$ cat src/core/cesd_pkg.sv
// package: register map, field positions, reset values and event codes of the diagnostics block
package cesd_pkg;

  // ----------------------------------------------------------------
  // register byte offsets on the avalon slave
  // ----------------------------------------------------------------
  localparam logic [3:0] OFS_ERROR_COUNT_STATUS = 4'h0;  // counters and confinement state
  localparam logic [3:0] OFS_BUS_DIAG_COUNTERS = 4'h4;  // per-phase error counters
  localparam logic [3:0] OFS_BUS_DIAG_FLAGS_MSGCOUNT = 4'h8;  // sticky flags and message count

  // ----------------------------------------------------------------
  // avalon response codes
  // ----------------------------------------------------------------
  localparam logic [1:0] RESP_OKAY = 2'h0;  // access done
  localparam logic [1:0] RESP_SLVERR = 2'h2;  // unmapped address

  // ----------------------------------------------------------------
  // confinement thresholds
  // ----------------------------------------------------------------
  localparam logic [8:0] TEC_BUS_OFF_ABOVE = 9'h0ff;  // bus-off when counter exceeds this
  localparam logic [8:0] PASSIVE_ABOVE = 9'h07f;  // error-passive when above this
  localparam logic [8:0] WARN_ABOVE = 9'h05f;  // warning when above this
  localparam logic [8:0] WARN_BELOW = 9'h080;  // and below this
  localparam logic [8:0] ERR_STEP_BIG = 9'h008;  // increment for a serious error
  localparam logic [8:0] ERR_STEP_ONE = 9'h001;  // increment or decrement by one
  localparam logic [8:0] ERR_ZERO = 9'h000;  // cleared counter

  // ----------------------------------------------------------------
  // status word field positions
  // ----------------------------------------------------------------
  localparam int BIT_TX_BUS_OFF = 21;  // tx_bus_off_flag
  localparam int BIT_TX_PASSIVE = 20;  // tx_error_passive_flag
  localparam int BIT_RX_PASSIVE = 19;  // rx_error_passive_flag
  localparam int BIT_TX_WARN = 18;  // tx_warning_flag
  localparam int BIT_RX_WARN = 17;  // rx_warning_flag
  localparam int BIT_ANY_WARN = 16;  // any_warning_flag

  // ----------------------------------------------------------------
  // sticky flag positions within the upper half of the flags register
  // ----------------------------------------------------------------
  localparam int FL_LEN_MISMATCH = 15;  // length_mismatch_flag
  localparam int FL_ESI = 14;  // error_state_indicator_flag
  localparam int FL_D_CRC = 13;  // data_phase_checksum_err
  localparam int FL_D_STUFF = 12;  // data_phase_stuffing_err
  localparam int FL_D_FORM = 11;  // data_phase_format_err
  localparam int FL_D_BIT1 = 9;  // data_phase_recessive_err
  localparam int FL_D_BIT0 = 8;  // data_phase_dominant_err
  localparam int FL_BUS_OFF_EVT = 7;  // bus_off_recovered_event
  localparam int FL_N_CRC = 5;  // nominal_checksum_err
  localparam int FL_N_STUFF = 4;  // nominal_stuffing_err
  localparam int FL_N_FORM = 3;  // nominal_format_err
  localparam int FL_N_ACK = 2;  // missing_acknowledge_err
  localparam int FL_N_BIT1 = 1;  // nominal_recessive_err
  localparam int FL_N_BIT0 = 0;  // nominal_dominant_err
  localparam logic [15:0] FLAG_IMPL_MASK = 16'hfbbf;  // two unused positions stay zero

  // ----------------------------------------------------------------
  // reset values
  // ----------------------------------------------------------------
  localparam logic [5:0] STATUS_RESET = 6'h20;  // bus-off flag set at power-on
  localparam logic [7:0] BYTE_ZERO = 8'h00;  // cleared byte counter
  localparam logic [15:0] HALF_ZERO = 16'h0000;  // cleared half word

  // ----------------------------------------------------------------
  // protocol error types reported by the protocol engine
  // ----------------------------------------------------------------
  typedef enum logic [2:0] {
    ERR_CRC,
    ERR_STUFF,
    ERR_FORM,
    ERR_ACK,
    ERR_BIT1,
    ERR_BIT0
  } cesd_err_type;

endpackage

$ cat src/core/cesd_diag.sv
// module: error confinement state and bus diagnostics of a can fd controller, avalon slave
//
// The register addresses and the Avalon-MM register port were left to the implementer.
`timescale 1ns/1ns
//
// Overview of operation
// - bus-off flag set when tx counter exceeds 255
// - bus-off reads set in configuration mode, resets one
// - tx passive flag when tx counter above 127
// - rx passive flag when rx counter above 127
// - tx warning when tx counter within 96..127
// - rx warning when rx counter within 96..127
// - combined warning is tx or rx warning
// - status word shows tx and rx counters
// - data phase tx/rx error counters, upper bytes
// - nominal tx/rx error counters, lower bytes
// - flag length code larger than payload size
// - flag received frame with error state indicator
// - data phase crc/stuff/form/bit error flags
// - flag bus-off entered and auto recovered
// - flag nominal received checksum mismatch
// - flag more than five equal bits
// - flag illegal fixed format field
// - flag transmitted frame not acknowledged
// - flag sent recessive but saw dominant
// - flag sent dominant but saw recessive
// - 16-bit error free message counter, read/write
// - unused bits read zero, writes ignored
module cesd_diag #(
  parameter logic [8:0] REC_PASSIVE_RETURN = 9'h078  // rx counter after success while passive
) (
  input wire logic clk_sys_i,  // 250 mhz system clock
  input wire logic resetn_i,  // synchronous reset, active low
  // avalon-mm slave
  input wire logic [3:0] avs_address_i,  // byte address
  input wire logic avs_read_i,  // read request
  input wire logic avs_write_i,  // write request
  input wire logic [31:0] avs_writedata_i,  // write data
  input wire logic [3:0] avs_byteenable_i,  // byte lanes
  output logic [31:0] avs_readdata_o,  // read data
  output logic [1:0] avs_response_o,  // okay or slave error
  output logic avs_waitrequest_o,  // high until the answer
  // protocol engine inputs: event pulses of one cycle on this clock, the configuration mode level and error qualifiers
  input wire logic config_mode_i,  // controller in configuration mode
  input wire logic tx_err_i,  // transmit error seen
  input wire logic tx_ok_i,  // frame sent successfully
  input wire logic rx_err_i,  // receive error seen
  input wire logic rx_err_big_i,  // receive error counted as eight
  input wire logic rx_ok_i,  // frame received successfully
  input wire logic bus_off_recover_i,  // recovery sequence completed
  input wire logic err_valid_i,  // protocol error reported
  input wire cesd_pkg::cesd_err_type err_type_i,  // kind of protocol error
  input wire logic err_data_phase_i,  // error lies in the data phase
  input wire logic err_is_tx_i,  // node was transmitter
  input wire logic len_mismatch_i,  // length code above payload size
  input wire logic esi_rx_i,  // received fd frame with esi set
  input wire logic msg_ok_i,  // message completed without error
  // confinement state to the rest of the controller
  output logic tx_bus_off_o,  // node is bus-off
  output logic tx_error_passive_o,  // transmitter error-passive
  output logic rx_error_passive_o,  // receiver error-passive
  output logic any_warning_o  // any warning state
);

  // ----------------------------------------------------------------
  // declarations
  // ----------------------------------------------------------------
  logic [8:0] tx_error_counter_ff;  // tx counter, ninth bit marks bus-off
  logic [8:0] nxt_tx_error_counter;
  logic [8:0] rx_error_counter_ff;  // rx counter, saturates at 255
  logic [8:0] nxt_rx_error_counter;
  logic [5:0] status_ff;  // bus-off, passive and warning flags
  logic [5:0] nxt_status;
  logic [7:0] data_phase_tx_err_count_ff;  // data phase tx errors
  logic [7:0] nxt_data_phase_tx_err_count;
  logic [7:0] data_phase_rx_err_count_ff;  // data phase rx errors
  logic [7:0] nxt_data_phase_rx_err_count;
  logic [7:0] nominal_tx_err_count_ff;  // nominal phase tx errors
  logic [7:0] nxt_nominal_tx_err_count;
  logic [7:0] nominal_rx_err_count_ff;  // nominal phase rx errors
  logic [7:0] nxt_nominal_rx_err_count;
  logic [15:0] diag_flags_ff;  // sticky error flags
  logic [15:0] nxt_diag_flags;
  logic [15:0] error_free_msg_counter_ff;  // error free messages
  logic [15:0] nxt_error_free_msg_counter;
  logic [31:0] avs_readdata_ff;  // registered read data
  logic [31:0] nxt_avs_readdata;
  logic [1:0] avs_response_ff;  // registered response
  logic [1:0] nxt_avs_response;
  logic avs_waitrequest_ff;  // registered waitrequest
  logic nxt_avs_waitrequest;
  logic wr_commit;  // write takes effect on this edge
  logic wr_status;  // write hits the status word
  logic wr_counters;  // write hits the per-phase counters
  logic wr_flags;  // write hits flags and message count
  logic [31:0] wr_bits;  // byte enables spread to bits
  logic bus_off_now;  // tx counter beyond the bus-off limit

  // ----------------------------------------------------------------
  // write decode, used by the counter and flag register groups
  // ----------------------------------------------------------------
  // a write is applied only on the edge where waitrequest is seen low
  assign wr_commit = avs_write_i && !avs_waitrequest_ff;
  assign wr_status = wr_commit && (avs_address_i == cesd_pkg::OFS_ERROR_COUNT_STATUS);
  assign wr_counters = wr_commit && (avs_address_i == cesd_pkg::OFS_BUS_DIAG_COUNTERS);
  assign wr_flags = wr_commit && (avs_address_i == cesd_pkg::OFS_BUS_DIAG_FLAGS_MSGCOUNT);
  assign wr_bits = {{8{avs_byteenable_i[3]}}, {8{avs_byteenable_i[2]}},
                    {8{avs_byteenable_i[1]}}, {8{avs_byteenable_i[0]}}};
  assign bus_off_now = tx_error_counter_ff > cesd_pkg::TEC_BUS_OFF_ABOVE;

  // ----------------------------------------------------------------
  // confinement counters and state flags
  // ----------------------------------------------------------------
  // counters move on protocol events; a bus-off node freezes its tx
  // counter until the recovery sequence clears both counters
  always_comb begin
    nxt_tx_error_counter = tx_error_counter_ff;
    nxt_rx_error_counter = rx_error_counter_ff;
    if (bus_off_recover_i && bus_off_now) begin
      // recovery restarts both counters from zero
      nxt_tx_error_counter = cesd_pkg::ERR_ZERO;
      nxt_rx_error_counter = cesd_pkg::ERR_ZERO;
    end else begin
      if (!bus_off_now) begin
        // tx: error adds eight, success takes one
        if (tx_err_i) begin
          nxt_tx_error_counter = tx_error_counter_ff + cesd_pkg::ERR_STEP_BIG;
        end else if (tx_ok_i && (tx_error_counter_ff != cesd_pkg::ERR_ZERO)) begin
          nxt_tx_error_counter = tx_error_counter_ff - cesd_pkg::ERR_STEP_ONE;
        end
      end
      if (rx_err_big_i) begin
        // rx: serious error adds eight, saturating
        nxt_rx_error_counter = rx_error_counter_ff + cesd_pkg::ERR_STEP_BIG;
      end else if (rx_err_i) begin
        nxt_rx_error_counter = rx_error_counter_ff + cesd_pkg::ERR_STEP_ONE;
      end else if (rx_ok_i) begin
        if (rx_error_counter_ff > cesd_pkg::PASSIVE_ABOVE) begin
          // leaving error-passive drops to a fixed value
          nxt_rx_error_counter = REC_PASSIVE_RETURN;
        end else if (rx_error_counter_ff != cesd_pkg::ERR_ZERO) begin
          nxt_rx_error_counter = rx_error_counter_ff - cesd_pkg::ERR_STEP_ONE;
        end
      end
      if (nxt_rx_error_counter > cesd_pkg::TEC_BUS_OFF_ABOVE) begin
        // the rx counter has no bus-off meaning, keep it in one byte
        nxt_rx_error_counter = cesd_pkg::TEC_BUS_OFF_ABOVE;
      end
    end
    // state flags follow the next counter values so both stand together
    nxt_status[5] = config_mode_i ||
                    (nxt_tx_error_counter > cesd_pkg::TEC_BUS_OFF_ABOVE);
    nxt_status[4] = nxt_tx_error_counter > cesd_pkg::PASSIVE_ABOVE;
    nxt_status[3] = nxt_rx_error_counter > cesd_pkg::PASSIVE_ABOVE;
    nxt_status[2] = (nxt_tx_error_counter > cesd_pkg::WARN_ABOVE) &&
                    (nxt_tx_error_counter < cesd_pkg::WARN_BELOW);
    nxt_status[1] = (nxt_rx_error_counter > cesd_pkg::WARN_ABOVE) &&
                    (nxt_rx_error_counter < cesd_pkg::WARN_BELOW);
    nxt_status[0] = nxt_status[2] || nxt_status[1];
  end

  // registers the confinement group; bus-off flag comes up set
  always_ff @(posedge clk_sys_i) begin
    if (!resetn_i) begin
      tx_error_counter_ff <= cesd_pkg::ERR_ZERO;
      rx_error_counter_ff <= cesd_pkg::ERR_ZERO;
      status_ff <= cesd_pkg::STATUS_RESET;
    end else begin
      tx_error_counter_ff <= nxt_tx_error_counter;
      rx_error_counter_ff <= nxt_rx_error_counter;
      status_ff <= nxt_status;
    end
  end

  // ----------------------------------------------------------------
  // per-phase error counters and error free message counter
  // ----------------------------------------------------------------
  // each counter saturates; a software write to its byte wins over a count
  always_comb begin
    nxt_data_phase_tx_err_count = data_phase_tx_err_count_ff;
    nxt_data_phase_rx_err_count = data_phase_rx_err_count_ff;
    nxt_nominal_tx_err_count = nominal_tx_err_count_ff;
    nxt_nominal_rx_err_count = nominal_rx_err_count_ff;
    nxt_error_free_msg_counter = error_free_msg_counter_ff;
    if (err_valid_i) begin
      // one count per reported error, sorted by phase and role
      if (err_data_phase_i && err_is_tx_i) begin
        if (data_phase_tx_err_count_ff != 8'hff) begin
          nxt_data_phase_tx_err_count = data_phase_tx_err_count_ff + 8'h01;
        end
      end else if (err_data_phase_i) begin
        if (data_phase_rx_err_count_ff != 8'hff) begin
          nxt_data_phase_rx_err_count = data_phase_rx_err_count_ff + 8'h01;
        end
      end else if (err_is_tx_i) begin
        if (nominal_tx_err_count_ff != 8'hff) begin
          nxt_nominal_tx_err_count = nominal_tx_err_count_ff + 8'h01;
        end
      end else begin
        if (nominal_rx_err_count_ff != 8'hff) begin
          nxt_nominal_rx_err_count = nominal_rx_err_count_ff + 8'h01;
        end
      end
    end
    if (msg_ok_i && (error_free_msg_counter_ff != 16'hffff)) begin
      nxt_error_free_msg_counter = error_free_msg_counter_ff + 16'h0001;
    end
    if (wr_counters) begin
      // byte-wise overwrite by software
      if (avs_byteenable_i[3]) begin
        nxt_data_phase_tx_err_count = avs_writedata_i[31:24];
      end
      if (avs_byteenable_i[2]) begin
        nxt_data_phase_rx_err_count = avs_writedata_i[23:16];
      end
      if (avs_byteenable_i[1]) begin
        nxt_nominal_tx_err_count = avs_writedata_i[15:8];
      end
      if (avs_byteenable_i[0]) begin
        nxt_nominal_rx_err_count = avs_writedata_i[7:0];
      end
    end
    if (wr_flags) begin
      // message counter is software writable per byte
      if (avs_byteenable_i[1]) begin
        nxt_error_free_msg_counter[15:8] = avs_writedata_i[15:8];
      end
      if (avs_byteenable_i[0]) begin
        nxt_error_free_msg_counter[7:0] = avs_writedata_i[7:0];
      end
    end
  end

  // registers the diagnostic counter group
  always_ff @(posedge clk_sys_i) begin
    if (!resetn_i) begin
      data_phase_tx_err_count_ff <= cesd_pkg::BYTE_ZERO;
      data_phase_rx_err_count_ff <= cesd_pkg::BYTE_ZERO;
      nominal_tx_err_count_ff <= cesd_pkg::BYTE_ZERO;
      nominal_rx_err_count_ff <= cesd_pkg::BYTE_ZERO;
      error_free_msg_counter_ff <= cesd_pkg::HALF_ZERO;
    end else begin
      data_phase_tx_err_count_ff <= nxt_data_phase_tx_err_count;
      data_phase_rx_err_count_ff <= nxt_data_phase_rx_err_count;
      nominal_tx_err_count_ff <= nxt_nominal_tx_err_count;
      nominal_rx_err_count_ff <= nxt_nominal_rx_err_count;
      error_free_msg_counter_ff <= nxt_error_free_msg_counter;
    end
  end

  // ----------------------------------------------------------------
  // sticky protocol error flags
  // ----------------------------------------------------------------
  // writing zero clears a flag, writing one leaves it; a new event in
  // the same cycle as the clear keeps the flag set
  always_comb begin
    logic [15:0] flag_set;  // events raising flags this cycle
    logic [15:0] flag_clr;  // flags cleared by software this cycle
    flag_set = cesd_pkg::HALF_ZERO;
    flag_clr = cesd_pkg::HALF_ZERO;
    flag_set[cesd_pkg::FL_LEN_MISMATCH] = len_mismatch_i;
    flag_set[cesd_pkg::FL_ESI] = esi_rx_i;
    flag_set[cesd_pkg::FL_BUS_OFF_EVT] = bus_off_recover_i && bus_off_now;
    if (err_valid_i) begin
      if (err_data_phase_i) begin
        // data phase copies of the nominal checks
        case (err_type_i)
          cesd_pkg::ERR_CRC: flag_set[cesd_pkg::FL_D_CRC] = 1'b1;
          cesd_pkg::ERR_STUFF: flag_set[cesd_pkg::FL_D_STUFF] = 1'b1;
          cesd_pkg::ERR_FORM: flag_set[cesd_pkg::FL_D_FORM] = 1'b1;
          cesd_pkg::ERR_BIT1: flag_set[cesd_pkg::FL_D_BIT1] = 1'b1;
          cesd_pkg::ERR_BIT0: flag_set[cesd_pkg::FL_D_BIT0] = 1'b1;
          default: flag_set[cesd_pkg::FL_N_ACK] = (err_type_i == cesd_pkg::ERR_ACK);
        endcase
      end else begin
        // nominal rate checks
        case (err_type_i)
          cesd_pkg::ERR_CRC: flag_set[cesd_pkg::FL_N_CRC] = 1'b1;
          cesd_pkg::ERR_STUFF: flag_set[cesd_pkg::FL_N_STUFF] = 1'b1;
          cesd_pkg::ERR_FORM: flag_set[cesd_pkg::FL_N_FORM] = 1'b1;
          cesd_pkg::ERR_ACK: flag_set[cesd_pkg::FL_N_ACK] = 1'b1;
          cesd_pkg::ERR_BIT1: flag_set[cesd_pkg::FL_N_BIT1] = 1'b1;
          cesd_pkg::ERR_BIT0: flag_set[cesd_pkg::FL_N_BIT0] = 1'b1;
          default: flag_set[cesd_pkg::FL_N_FORM] = 1'b0;
        endcase
      end
    end
    if (wr_flags) begin
      // zero written under an enabled byte lane clears
      flag_clr = wr_bits[31:16] & ~avs_writedata_i[31:16];
    end
    nxt_diag_flags = ((diag_flags_ff & ~flag_clr) | flag_set) &
                     cesd_pkg::FLAG_IMPL_MASK;
  end

  // registers the sticky flag group
  always_ff @(posedge clk_sys_i) begin
    if (!resetn_i) begin
      diag_flags_ff <= cesd_pkg::HALF_ZERO;
    end else begin
      diag_flags_ff <= nxt_diag_flags;
    end
  end

  // ----------------------------------------------------------------
  // avalon-mm slave: one wait cycle, then a one-cycle answer
  // ----------------------------------------------------------------
  // waitrequest rests high; a request drops it for one cycle with the
  // read data and response already registered
  always_comb begin
    nxt_avs_waitrequest = 1'b1;
    nxt_avs_readdata = avs_readdata_ff;
    nxt_avs_response = avs_response_ff;
    if ((avs_read_i || avs_write_i) && avs_waitrequest_ff) begin
      // request seen: prepare the answer
      nxt_avs_waitrequest = 1'b0;
      nxt_avs_readdata = 32'h0000_0000;
      nxt_avs_response = cesd_pkg::RESP_OKAY;
      case (avs_address_i)
        cesd_pkg::OFS_ERROR_COUNT_STATUS: begin
          // read-only word, writes ignored; upper bits read zero
          nxt_avs_readdata[cesd_pkg::BIT_TX_BUS_OFF] = status_ff[5];
          nxt_avs_readdata[cesd_pkg::BIT_TX_PASSIVE] = status_ff[4];
          nxt_avs_readdata[cesd_pkg::BIT_RX_PASSIVE] = status_ff[3];
          nxt_avs_readdata[cesd_pkg::BIT_TX_WARN] = status_ff[2];
          nxt_avs_readdata[cesd_pkg::BIT_RX_WARN] = status_ff[1];
          nxt_avs_readdata[cesd_pkg::BIT_ANY_WARN] = status_ff[0];
          nxt_avs_readdata[15:8] = tx_error_counter_ff[7:0];
          nxt_avs_readdata[7:0] = rx_error_counter_ff[7:0];
        end
        cesd_pkg::OFS_BUS_DIAG_COUNTERS: begin
          nxt_avs_readdata = {data_phase_tx_err_count_ff, data_phase_rx_err_count_ff,
                              nominal_tx_err_count_ff, nominal_rx_err_count_ff};
        end
        cesd_pkg::OFS_BUS_DIAG_FLAGS_MSGCOUNT: begin
          nxt_avs_readdata = {diag_flags_ff, error_free_msg_counter_ff};
        end
        default: begin
          // unmapped address answers with an error and zero data
          nxt_avs_response = cesd_pkg::RESP_SLVERR;
        end
      endcase
    end
  end

  // registers the bus answer group
  always_ff @(posedge clk_sys_i) begin
    if (!resetn_i) begin
      avs_waitrequest_ff <= 1'b1;
      avs_readdata_ff <= 32'h0000_0000;
      avs_response_ff <= cesd_pkg::RESP_OKAY;
    end else begin
      avs_waitrequest_ff <= nxt_avs_waitrequest;
      avs_readdata_ff <= nxt_avs_readdata;
      avs_response_ff <= nxt_avs_response;
    end
  end

  // ----------------------------------------------------------------
  // outputs, all straight from flip-flops
  // ----------------------------------------------------------------
  assign avs_waitrequest_o = avs_waitrequest_ff;
  assign avs_readdata_o = avs_readdata_ff;
  assign avs_response_o = avs_response_ff;
  assign tx_bus_off_o = status_ff[5];
  assign tx_error_passive_o = status_ff[4];
  assign rx_error_passive_o = status_ff[3];
  assign any_warning_o = status_ff[0];

endmodule

$ cat config.mk
export PLATFORM = sky130hd
export DESIGN_NAME = cesd_diag
export DESIGN_NICKNAME = d
export VERILOG_FILES = /design/src/core/cesd_pkg.sv /design/src/core/cesd_diag.sv
export SDC_FILE = /design/constraint.sdc
export NUM_CORES = 1
export LEC_CHECK = 0
export BUFFER_PORTS_ARGS = -buffer_cell sky130_fd_sc_hd__buf_2
export CORE_AREA = 2 2 95 142
export CTS_CLUSTER_DIAMETER = 30
export DETAILED_ROUTE_END_ITERATION = 10
export DIE_AREA = 0 0 97 144
export GPL_ROUTABILITY_DRIVEN = 0
export PLACE_DENSITY = 0.78
export SETUP_SLACK_MARGIN = 0.2
export SYNTH_ARGS = -nofsm -noshare
export SYNTH_HDL_FRONTEND = slang
export SYNTH_SLANG_ARGS = --single-unit
$ cat constraint.sdc
create_clock -name clk_sys_i -period 2.2 [get_ports clk_sys_i]
set_input_delay 0.11 -clock clk_sys_i [delete_from_list [all_inputs] [get_ports clk_sys_i]]
set_output_delay 0.11 -clock clk_sys_i [all_outputs]
set_load 0.01 [all_outputs]
[After elaboration in Yosys (flattened, before gate mapping)]
Index checks and enable logic that the tools add are counted.
Operators by class
  add/subtract/negate cells: 10
  $lt $le $gt $ge: 10
  equality and inequality tests: 12
  mux-type cells: 61
  bitwise gates (word level): 5
  reduce and logical (&&, ||, !) cells: 20
Operators with widths (count)
  8-bit 2-to-1 mux: 27
  9-bit 2-to-1 mux: 12
  22-bit one-hot mux with 3 select lines: 1
  16-bit 2-to-1 mux: 3
  9-bit by 7-bit > comparator with 1-bit output (second input constant): 5
  8-bit by 1-bit adder with 8-bit output (second input constant): 4
  16-bit AND: 2
  8-bit != test (second input constant): 4
  16-bit inverter: 2
  9-bit by 8-bit > comparator with 1-bit output (second input constant): 3
  10-bit one-hot mux with 2 select lines: 1
  9-bit by 4-bit adder with 9-bit output (second input constant): 2
  9-bit by 8-bit less-than comparator with 1-bit output (second input constant): 2
  9-bit nonzero test: 2
  9-bit by 1-bit subtractor with 9-bit output (second input constant): 2
  16-bit by 1-bit adder with 16-bit output (second input constant): 1
  16-bit != test (second input constant): 1
  16-bit OR: 1
  1-bit logical AND: 10
  9-bit by 1-bit adder with 9-bit output (second input constant): 1
  1-bit 2-to-1 mux: 9
  3-bit 2-to-1 mux: 3
  2-bit 2-to-1 mux: 4
  3-bit by 2-bit equality test with 1-bit output (second input constant): 2
  11 further kinds: 14
Storage, ports and cells
  flip-flop bits (word level): 123
  input bits: 60
  logic and storage cells: 131

[Longest topological paths before layout]
  depth after elaboration: 13
  mapped depth: 8
  mapped depth without buffers: 8

[Least setup slack after synthesis]
No wires, ideal clock.
  path type: flip-flop to flip-flop
  start: register rx_error_counter_ff[0]
  end: register status_ff[0]
  arrival time: 2.148 ns
  data required time: 2.115 ns
  slack: -0.033 ns
  stages on the path, launching flop included: 8
  period minus slack after synthesis: 2.233 ns
  path through: dfxtp_1 -> ha_1 -> nand2_1 -> or4_2 -> a32oi_1 -> nor2_1 -> a211o_1 -> o31ai_2
On the way
  word-level cells in the longest chain between the ends: 13
RTL lines
  start, declared: line cesd_diag.sv:70  | logic [8:0] rx_error_counter_ff;
  start signal, assigned: line cesd_diag.sv:166  | rx_error_counter_ff <= cesd_pkg::ERR_ZERO;
  start signal, assigned: line cesd_diag.sv:170  | rx_error_counter_ff <= nxt_rx_error_counter;
  9-bit by 1-bit subtractor with 9-bit output or 9-bit nonzero test (tied branches): line cesd_diag.sv:142, cesd_diag.sv:141
  9-bit 2-to-1 mux: line cesd_diag.sv:141  | end else if (rx_error_counter_ff != cesd_pkg::ERR_ZERO) begin
  9-bit 2-to-1 mux: line cesd_diag.sv:138  | if (rx_error_counter_ff > cesd_pkg::PASSIVE_ABOVE) begin
  9-bit 2-to-1 mux: line cesd_diag.sv:137  | end else if (rx_ok_i) begin
  9-bit 2-to-1 mux: line cesd_diag.sv:135  | end else if (rx_err_i) begin
  9-bit 2-to-1 mux (*): line cesd_diag.sv:132  | if (rx_err_big_i) begin
  9-bit 2-to-1 mux (*): line cesd_diag.sv:119  | if (bus_off_recover_i && bus_off_now) begin
  9-bit by 8-bit > comparator with 1-bit output: line cesd_diag.sv:145  | if (nxt_rx_error_counter > cesd_pkg::TEC_BUS_OFF_ABOVE) begin
  9-bit 2-to-1 mux (*): line cesd_diag.sv:145
  9-bit 2-to-1 mux (*): line cesd_diag.sv:119
  9-bit by 7-bit > comparator with 1-bit output or 9-bit by 8-bit less-than comparator with 1-bit output (tied branches): line cesd_diag.sv:157, cesd_diag.sv:158
  1-bit logical AND (*): line cesd_diag.sv:157  | nxt_status[1] = (nxt_rx_error_counter > cesd_pkg::WARN_ABOVE) &&
  1-bit logical OR (*): line cesd_diag.sv:159  | nxt_status[0] = nxt_status[2] || nxt_status[1];
  end signal, assigned: line cesd_diag.sv:167  | status_ff <= cesd_pkg::STATUS_RESET;
  end signal, assigned: line cesd_diag.sv:171  | status_ff <= nxt_status;
  end, declared: line cesd_diag.sv:72  | logic [5:0] status_ff;
Every way passes the cells marked *; elsewhere a longest branch is shown, timed or not. The select of a mux whose other input is x is not followed.
A chain may end at the register's enable or synchronous reset.

[Worst setup path in the final report]
Ends and elaborated chain as after synthesis.

==> flow_summary.html <==
<table>
<tr><th>Metric</th><th>Value</th></tr>
<tr><th colspan="2">Drt</th></tr>
<tr><td>Post-detailed-route count of antenna-violating nets</td><td>0</td></tr>
<tr><td>Total Routed Length</td><td>20000 um</td></tr>
<tr><td>Routed wirelength normalized by instance count</td><td>17.6 um</td></tr>
<tr><td>Via count</td><td>6932</td></tr>
<tr><td>Residual DRC</td><td>0</td></tr>
<tr><td>Violation count after the first detailed-route iteration</td><td>366</td></tr>
<tr><td>1st-pass router iterations</td><td>5</td></tr>
<tr><td>Post-DR vias/cell</td><td>6.11</td></tr>
<tr><th colspan="2">Timing</th></tr>
<tr><td>Final Cycle Share</td><td>0.961</td></tr>
<tr><td>Final Setup Violations</td><td>0</td></tr>
<tr><td>F_max</td><td>473 MHz</td></tr>
<tr><td>Pin slew with the least headroom to its limit</td><td>0.564 ns</td></tr>
<tr><td>Worst max-slew margin expressed relative to the limit</td><td>0.624</td></tr>
<tr><td>Hold_ws</td><td>0.00439 ns</td></tr>
<tr><td>Final period demand of the worst path</td><td>2.11 ns</td></tr>
<tr><td>Count of final hold-check violations</td><td>0</td></tr>
<tr><td>Max-slew violations</td><td>0</td></tr>
<tr><td>Final Skew</td><td>0.00830 ns</td></tr>
<tr><td>Unrepaired setup endpoints after global routing</td><td>yes</td></tr>
<tr><td>Setup WS post-layout</td><td>0.0865 ns</td></tr>
<tr><td>Setup total negative slack</td><td>0 ns</td></tr>
<tr><th colspan="2">Clock tree</th></tr>
<tr><td># clock sinks</td><td>120</td></tr>
<tr><td>Clock tree from TritonCTS</td><td>yes</td></tr>
<tr><td>CTS H-tree depth</td><td>4</td></tr>
<tr><td>Clock Path Buffers</td><td>2</td></tr>
<tr><td>Cts bufs inserted</td><td>17</td></tr>
<tr><td>Clock transition at the register clock pins on the worst setup and hold paths after CTS</td><td>0.06 ns</td></tr>
<tr><td>Root buffer selected by CTS</td><td>sky130_fd_sc_hd__clkbuf_16</td></tr>
<tr><td>Clock latency of the later-clocked register in the worst-skew pair</td><td>0.42 ns</td></tr>
<tr><th colspan="2">Placement</th></tr>
<tr><td>Cell count after placement</td><td>1061</td></tr>
<tr><td>Post-placement cell area</td><td>7300 sq um</td></tr>
<tr><td>Half-perimeter wire length after detailed placement</td><td>13600 um</td></tr>
<tr><td>Worst slack at placement</td><td>0.0599 ns</td></tr>
<tr><td>Number of I/O port buffers</td><td>97</td></tr>
<tr><th colspan="2">GRT</th></tr>
<tr><td>Via count of the first global-routing pass</td><td>6533</td></tr>
<tr><td>Sum of overflow across all layers after global routing</td><td>0</td></tr>
<tr><td>Pin count of the biggest net entering global routing</td><td>46</td></tr>
<tr><td>Global-route wire length before repair</td><td>31300 um</td></tr>
<tr><td>Global router's overall resource usage</td><td>0.276</td></tr>
<tr><td>Initial antenna violation count</td><td>0</td></tr>
<tr><th colspan="2">Critical path</th></tr>
<tr><td>Crit start category</td><td>flop</td></tr>
<tr><td>WS Path Type</td><td>reg2reg</td></tr>
<tr><td>List of cells traversed by the critical path</td><td>inv_4, ha_2, nand4bb_1, or4_4, a32oi_1, nor2_1, a211o_1, o31ai_2</td></tr>
<tr><td>Largest stage delay on the critical path</td><td>0.49 ns</td></tr>
<tr><td>Critical R2R Capture</td><td>status_ff[0]$_SDFF_PN0_</td></tr>
<tr><td>Cell depth of the worst setup path</td><td>8</td></tr>
<tr><td>Data arrival at the endpoint of the critical path</td><td>2.45 ns</td></tr>
<tr><td>Critical path required time</td><td>2.54 ns</td></tr>
<tr><td>Reg-to-reg startpoint</td><td>rx_error_counter_ff[0]$_SDFF_PN0_</td></tr>
<tr><td>Family of cells with the greatest summed delay on the critical path</td><td>simple AND/OR/NAND/NOR gates</td></tr>
<tr><td>Crit path launch</td><td>rx_error_counter_ff[0]$_SDFF_PN0_</td></tr>
<tr><td>Worst Setup End Kind</td><td>flop</td></tr>
<tr><td>Internal reg-to-reg setup slack</td><td>0.09 ns</td></tr>
<tr><td>Highest-delay cell along the critical path</td><td>sky130_fd_sc_hd__or4_4</td></tr>
<tr><td>Maximum net fanout on the critical path</td><td>3</td></tr>
<tr><td>Depth of the worst register-to-register path</td><td>8</td></tr>
<tr><td>Crit path buf inv count</td><td>1</td></tr>
<tr><td>Last element of the critical path</td><td>status_ff[0]$_SDFF_PN0_</td></tr>
<tr><th colspan="2">Pwr</th></tr>
<tr><td>LEAKAGE</td><td>3.21 nW</td></tr>
<tr><td>Net Sw Frac</td><td>0.271</td></tr>
<tr><td>Cell internal power dissipation</td><td>4.41 mW</td></tr>
<tr><td>Total power</td><td>6.05 mW</td></tr>
<tr><td>Power density over the cells</td><td>716 nW/um^2</td></tr>
<tr><td>Worst IR Drop VDD</td><td>0.000519 V</td></tr>
<tr><td>Relative contribution of combinational cells to total power</td><td>0.137</td></tr>
<tr><td>Clock share of power</td><td>0.474</td></tr>
<tr><td>Net load switching power</td><td>1.64 mW</td></tr>
<tr><td>Power share of the sequential group</td><td>0.389</td></tr>
<tr><th colspan="2">Synthesis</th></tr>
<tr><td>Mapped Area</td><td>6500 sq um</td></tr>
<tr><td>Yosys cell types</td><td>73</td></tr>
<tr><td>Async set-or-reset flop fraction in the synthesized netlist</td><td>0</td></tr>
<tr><td>Portion of synthesized cell area occupied by the leading cell type</td><td>0.370</td></tr>
<tr><td>Total of warnings raised by yosys</td><td>0</td></tr>
<tr><td>Gate count of the mapped netlist</td><td>819</td></tr>
<tr><td>Top FF cell, synth</td><td>sky130_fd_sc_hd__dfxtp_1</td></tr>
<tr><td>Synthesized area divided by synthesized cell count</td><td>7.93 sq um</td></tr>
<tr><td>Cells taking the most area after synthesis</td><td>sky130_fd_sc_hd__dfxtp_1 37%, sky130_fd_sc_hd__a21oi_1 7.3%, sky130_fd_sc_hd__nor2_1 5.0%, sky130_fd_sc_hd__nand2_1 4.2%, sky130_fd_sc_hd__nand3_1 3.5%</td></tr>
<tr><td>Post-synthesis sequential element count</td><td>120</td></tr>
<tr><td>Post-synth top area cell</td><td>sky130_fd_sc_hd__dfxtp_1</td></tr>
<tr><td>Fraction of the yosys area taken by sequential cells</td><td>0.370</td></tr>
<tr><td>Number of flops mapped to enable cells by yosys</td><td>0</td></tr>
<tr><th colspan="2">Floorplanning</th></tr>
<tr><td>Total core area</td><td>12800 sq um</td></tr>
<tr><td>Die W</td><td>97 um</td></tr>
<tr><td>Die Ht</td><td>144 um</td></tr>
<tr><td>Area enclosed by the die boundary</td><td>14000 sq um</td></tr>
<tr><td>Number of placement rows</td><td>51</td></tr>
<tr><td>Starting utilization of the core area</td><td>0.507</td></tr>
<tr><td>Top Ports</td><td>99</td></tr>
<tr><th colspan="2">Layout</th></tr>
<tr><td>Layout-stage area growth over the synthesis result</td><td>30.1%</td></tr>
<tr><td>Commonest cells after routing, fill and taps aside</td><td>108 x sky130_fd_sc_hd__dfxtp_1, 97 x sky130_fd_sc_hd__buf_2, 93 x sky130_fd_sc_hd__a21oi_1</td></tr>
<tr><td>Sequential Area</td><td>2430 sq um</td></tr>
<tr><td>Number of fill cells</td><td>1034</td></tr>
<tr><td>Leading cell type in the layout, fill and taps excluded</td><td>sky130_fd_sc_hd__dfxtp_1</td></tr>
<tr><td>Antenna diode instance count</td><td>0</td></tr>
<tr><td>Post-route standard cell area excluding fillers</td><td>8460 sq um</td></tr>
<tr><td>Multi-input gate area</td><td>4000 sq um</td></tr>
<tr><td>Count of placed standard cells in the final layout, fillers left out</td><td>1134</td></tr>
<tr><td>Layout Utilization</td><td>0.659</td></tr>
<tr><td>Nets@finish</td><td>1037</td></tr>
<tr><td>Share of layout cells above drive strength 1</td><td>0.232</td></tr>
<tr><th colspan="2">Hold path</th></tr>
<tr><td>Class of the most critical hold timing path</td><td>in2reg</td></tr>
<tr><td>Min-delay src</td><td>avs_writedata_i[23]</td></tr>
<tr><th colspan="2">Flow run</th></tr>
<tr><td>Number of max-cap violations</td><td>0</td></tr>
<tr><th colspan="2">Run status</th></tr>
<tr><td>Outcome</td><td>finished, final reports clean</td></tr>
</table>
## cells in the mapped netlist (all sizes together), types with 9 or more instances
library cell,n
a21oi,95
nand4,12
xor2,20
o31ai,11
nor3,17
nor2,86
o211ai,15
a211oi,25
o21ai,32
nand3,45
xnor2,18
a221oi,9
ha,15
nand2,72
dfxtp,120
and3,9
clkbuf,41
inv,27
a22oi,25
## timing repair
item | CTS | global route
pin swaps | 4 | 11
endpoints found under the setup margin | 18 | 15
hold buffers | 29 | 0
hold endpoints to repair | 30 | 0
cloned | 0 | 1
buffers inserted | 4 | 7
resized for setup | 23 | 22
## cell families (layout without fill, tap and decap cells)
kind of cell	count (synthesis)	in the layout	synth area share
muxes	7	7	0.0110
and+or+nand+nor	306	306	0.235
buffers and inverters	74	228	0.0460
xor gates and xnor gates	38	38	0.0512
DFF	120	120	0.370
adders and majority gates	15	15	0.0289
other	1	2	0.000577
AOI/OAI and AO/OA	258	259	0.258
## layer usage
layer  part of all wire  global-route usage
met4              0.048               0.165
met3              0.054              0.0522
met2               0.50               0.486
met5                  0                   0
met1               0.40               0.311
## sequential cells by signal (all words and copies together) (netlist names)
| name | count |
|---|---|
| diag_flags_ff | 14 |
| tx_error_counter_ff | 9 |
| status_ff | 6 |
| rx_error_counter_ff | 9 |
| data_phase_rx_err_count_ff | 8 |
| avs_waitrequest_o | 1 |
| avs_response_o | 1 |
| data_phase_tx_err_count_ff | 8 |
| nominal_tx_err_count_ff | 8 |
| avs_readdata_o | 32 |
| nominal_rx_err_count_ff | 8 |
| error_free_msg_counter_ff | 16 |
## worst reg2reg max path, stage by stage, from the launching register on
cell	delay (ns)
sky130_fd_sc_hd__dfxtp_4	0.37
sky130_fd_sc_hd__inv_4	0.08
sky130_fd_sc_hd__ha_2	0.21
sky130_fd_sc_hd__nand4bb_1	0.19
sky130_fd_sc_hd__or4_4	0.49
sky130_fd_sc_hd__a32oi_1	0.17
sky130_fd_sc_hd__nor2_1	0.06
sky130_fd_sc_hd__a211o_1	0.30
sky130_fd_sc_hd__o31ai_2	0.18
## worst min-delay path by stage
stage | to | slack, ns | cells after the start
6_report | data_phase_rx_err_count_ff[7]$_SDFF_PN0_ | 0.004 | 3
5_1_grt | nominal_tx_err_count_ff[3]$_SDFF_PN0_ | 0.03 | 3
4_1_cts | data_phase_rx_err_count_ff[7]$_SDFF_PN0_ | 0.001 | 3
3_5_place_dp | status_ff[5]$_SDFF_PN1_ | 0.30 | 2
3_3_place_gp | status_ff[5]$_SDFF_PN1_ | 0.30 | 2
2_1_floorplan | status_ff[5]$_SDFF_PN1_ | 0.21 | 1
## area by class of cell
type	count	share of cell area
multi-input combinational	627	0.473
sequential	120	0.288
timing repair buffer	169	0.131
clock buffer	18	0.0507
tap	159	0.0235
clock inverter	14	0.0207
inverter	27	0.0126
## power by group through the flow
stage               clock network, mW  logic, mW  registers [mW]
detailed placement                  0      0.688            2.39
global placement                    0      0.683            2.39
finish                           2.87      0.827            2.36
floorplan                           0      0.434            2.37
global route                     2.98      0.898            2.37
CTS                              2.87      0.763            2.35
No activity file was read; power rests on OpenSTA's default activity.
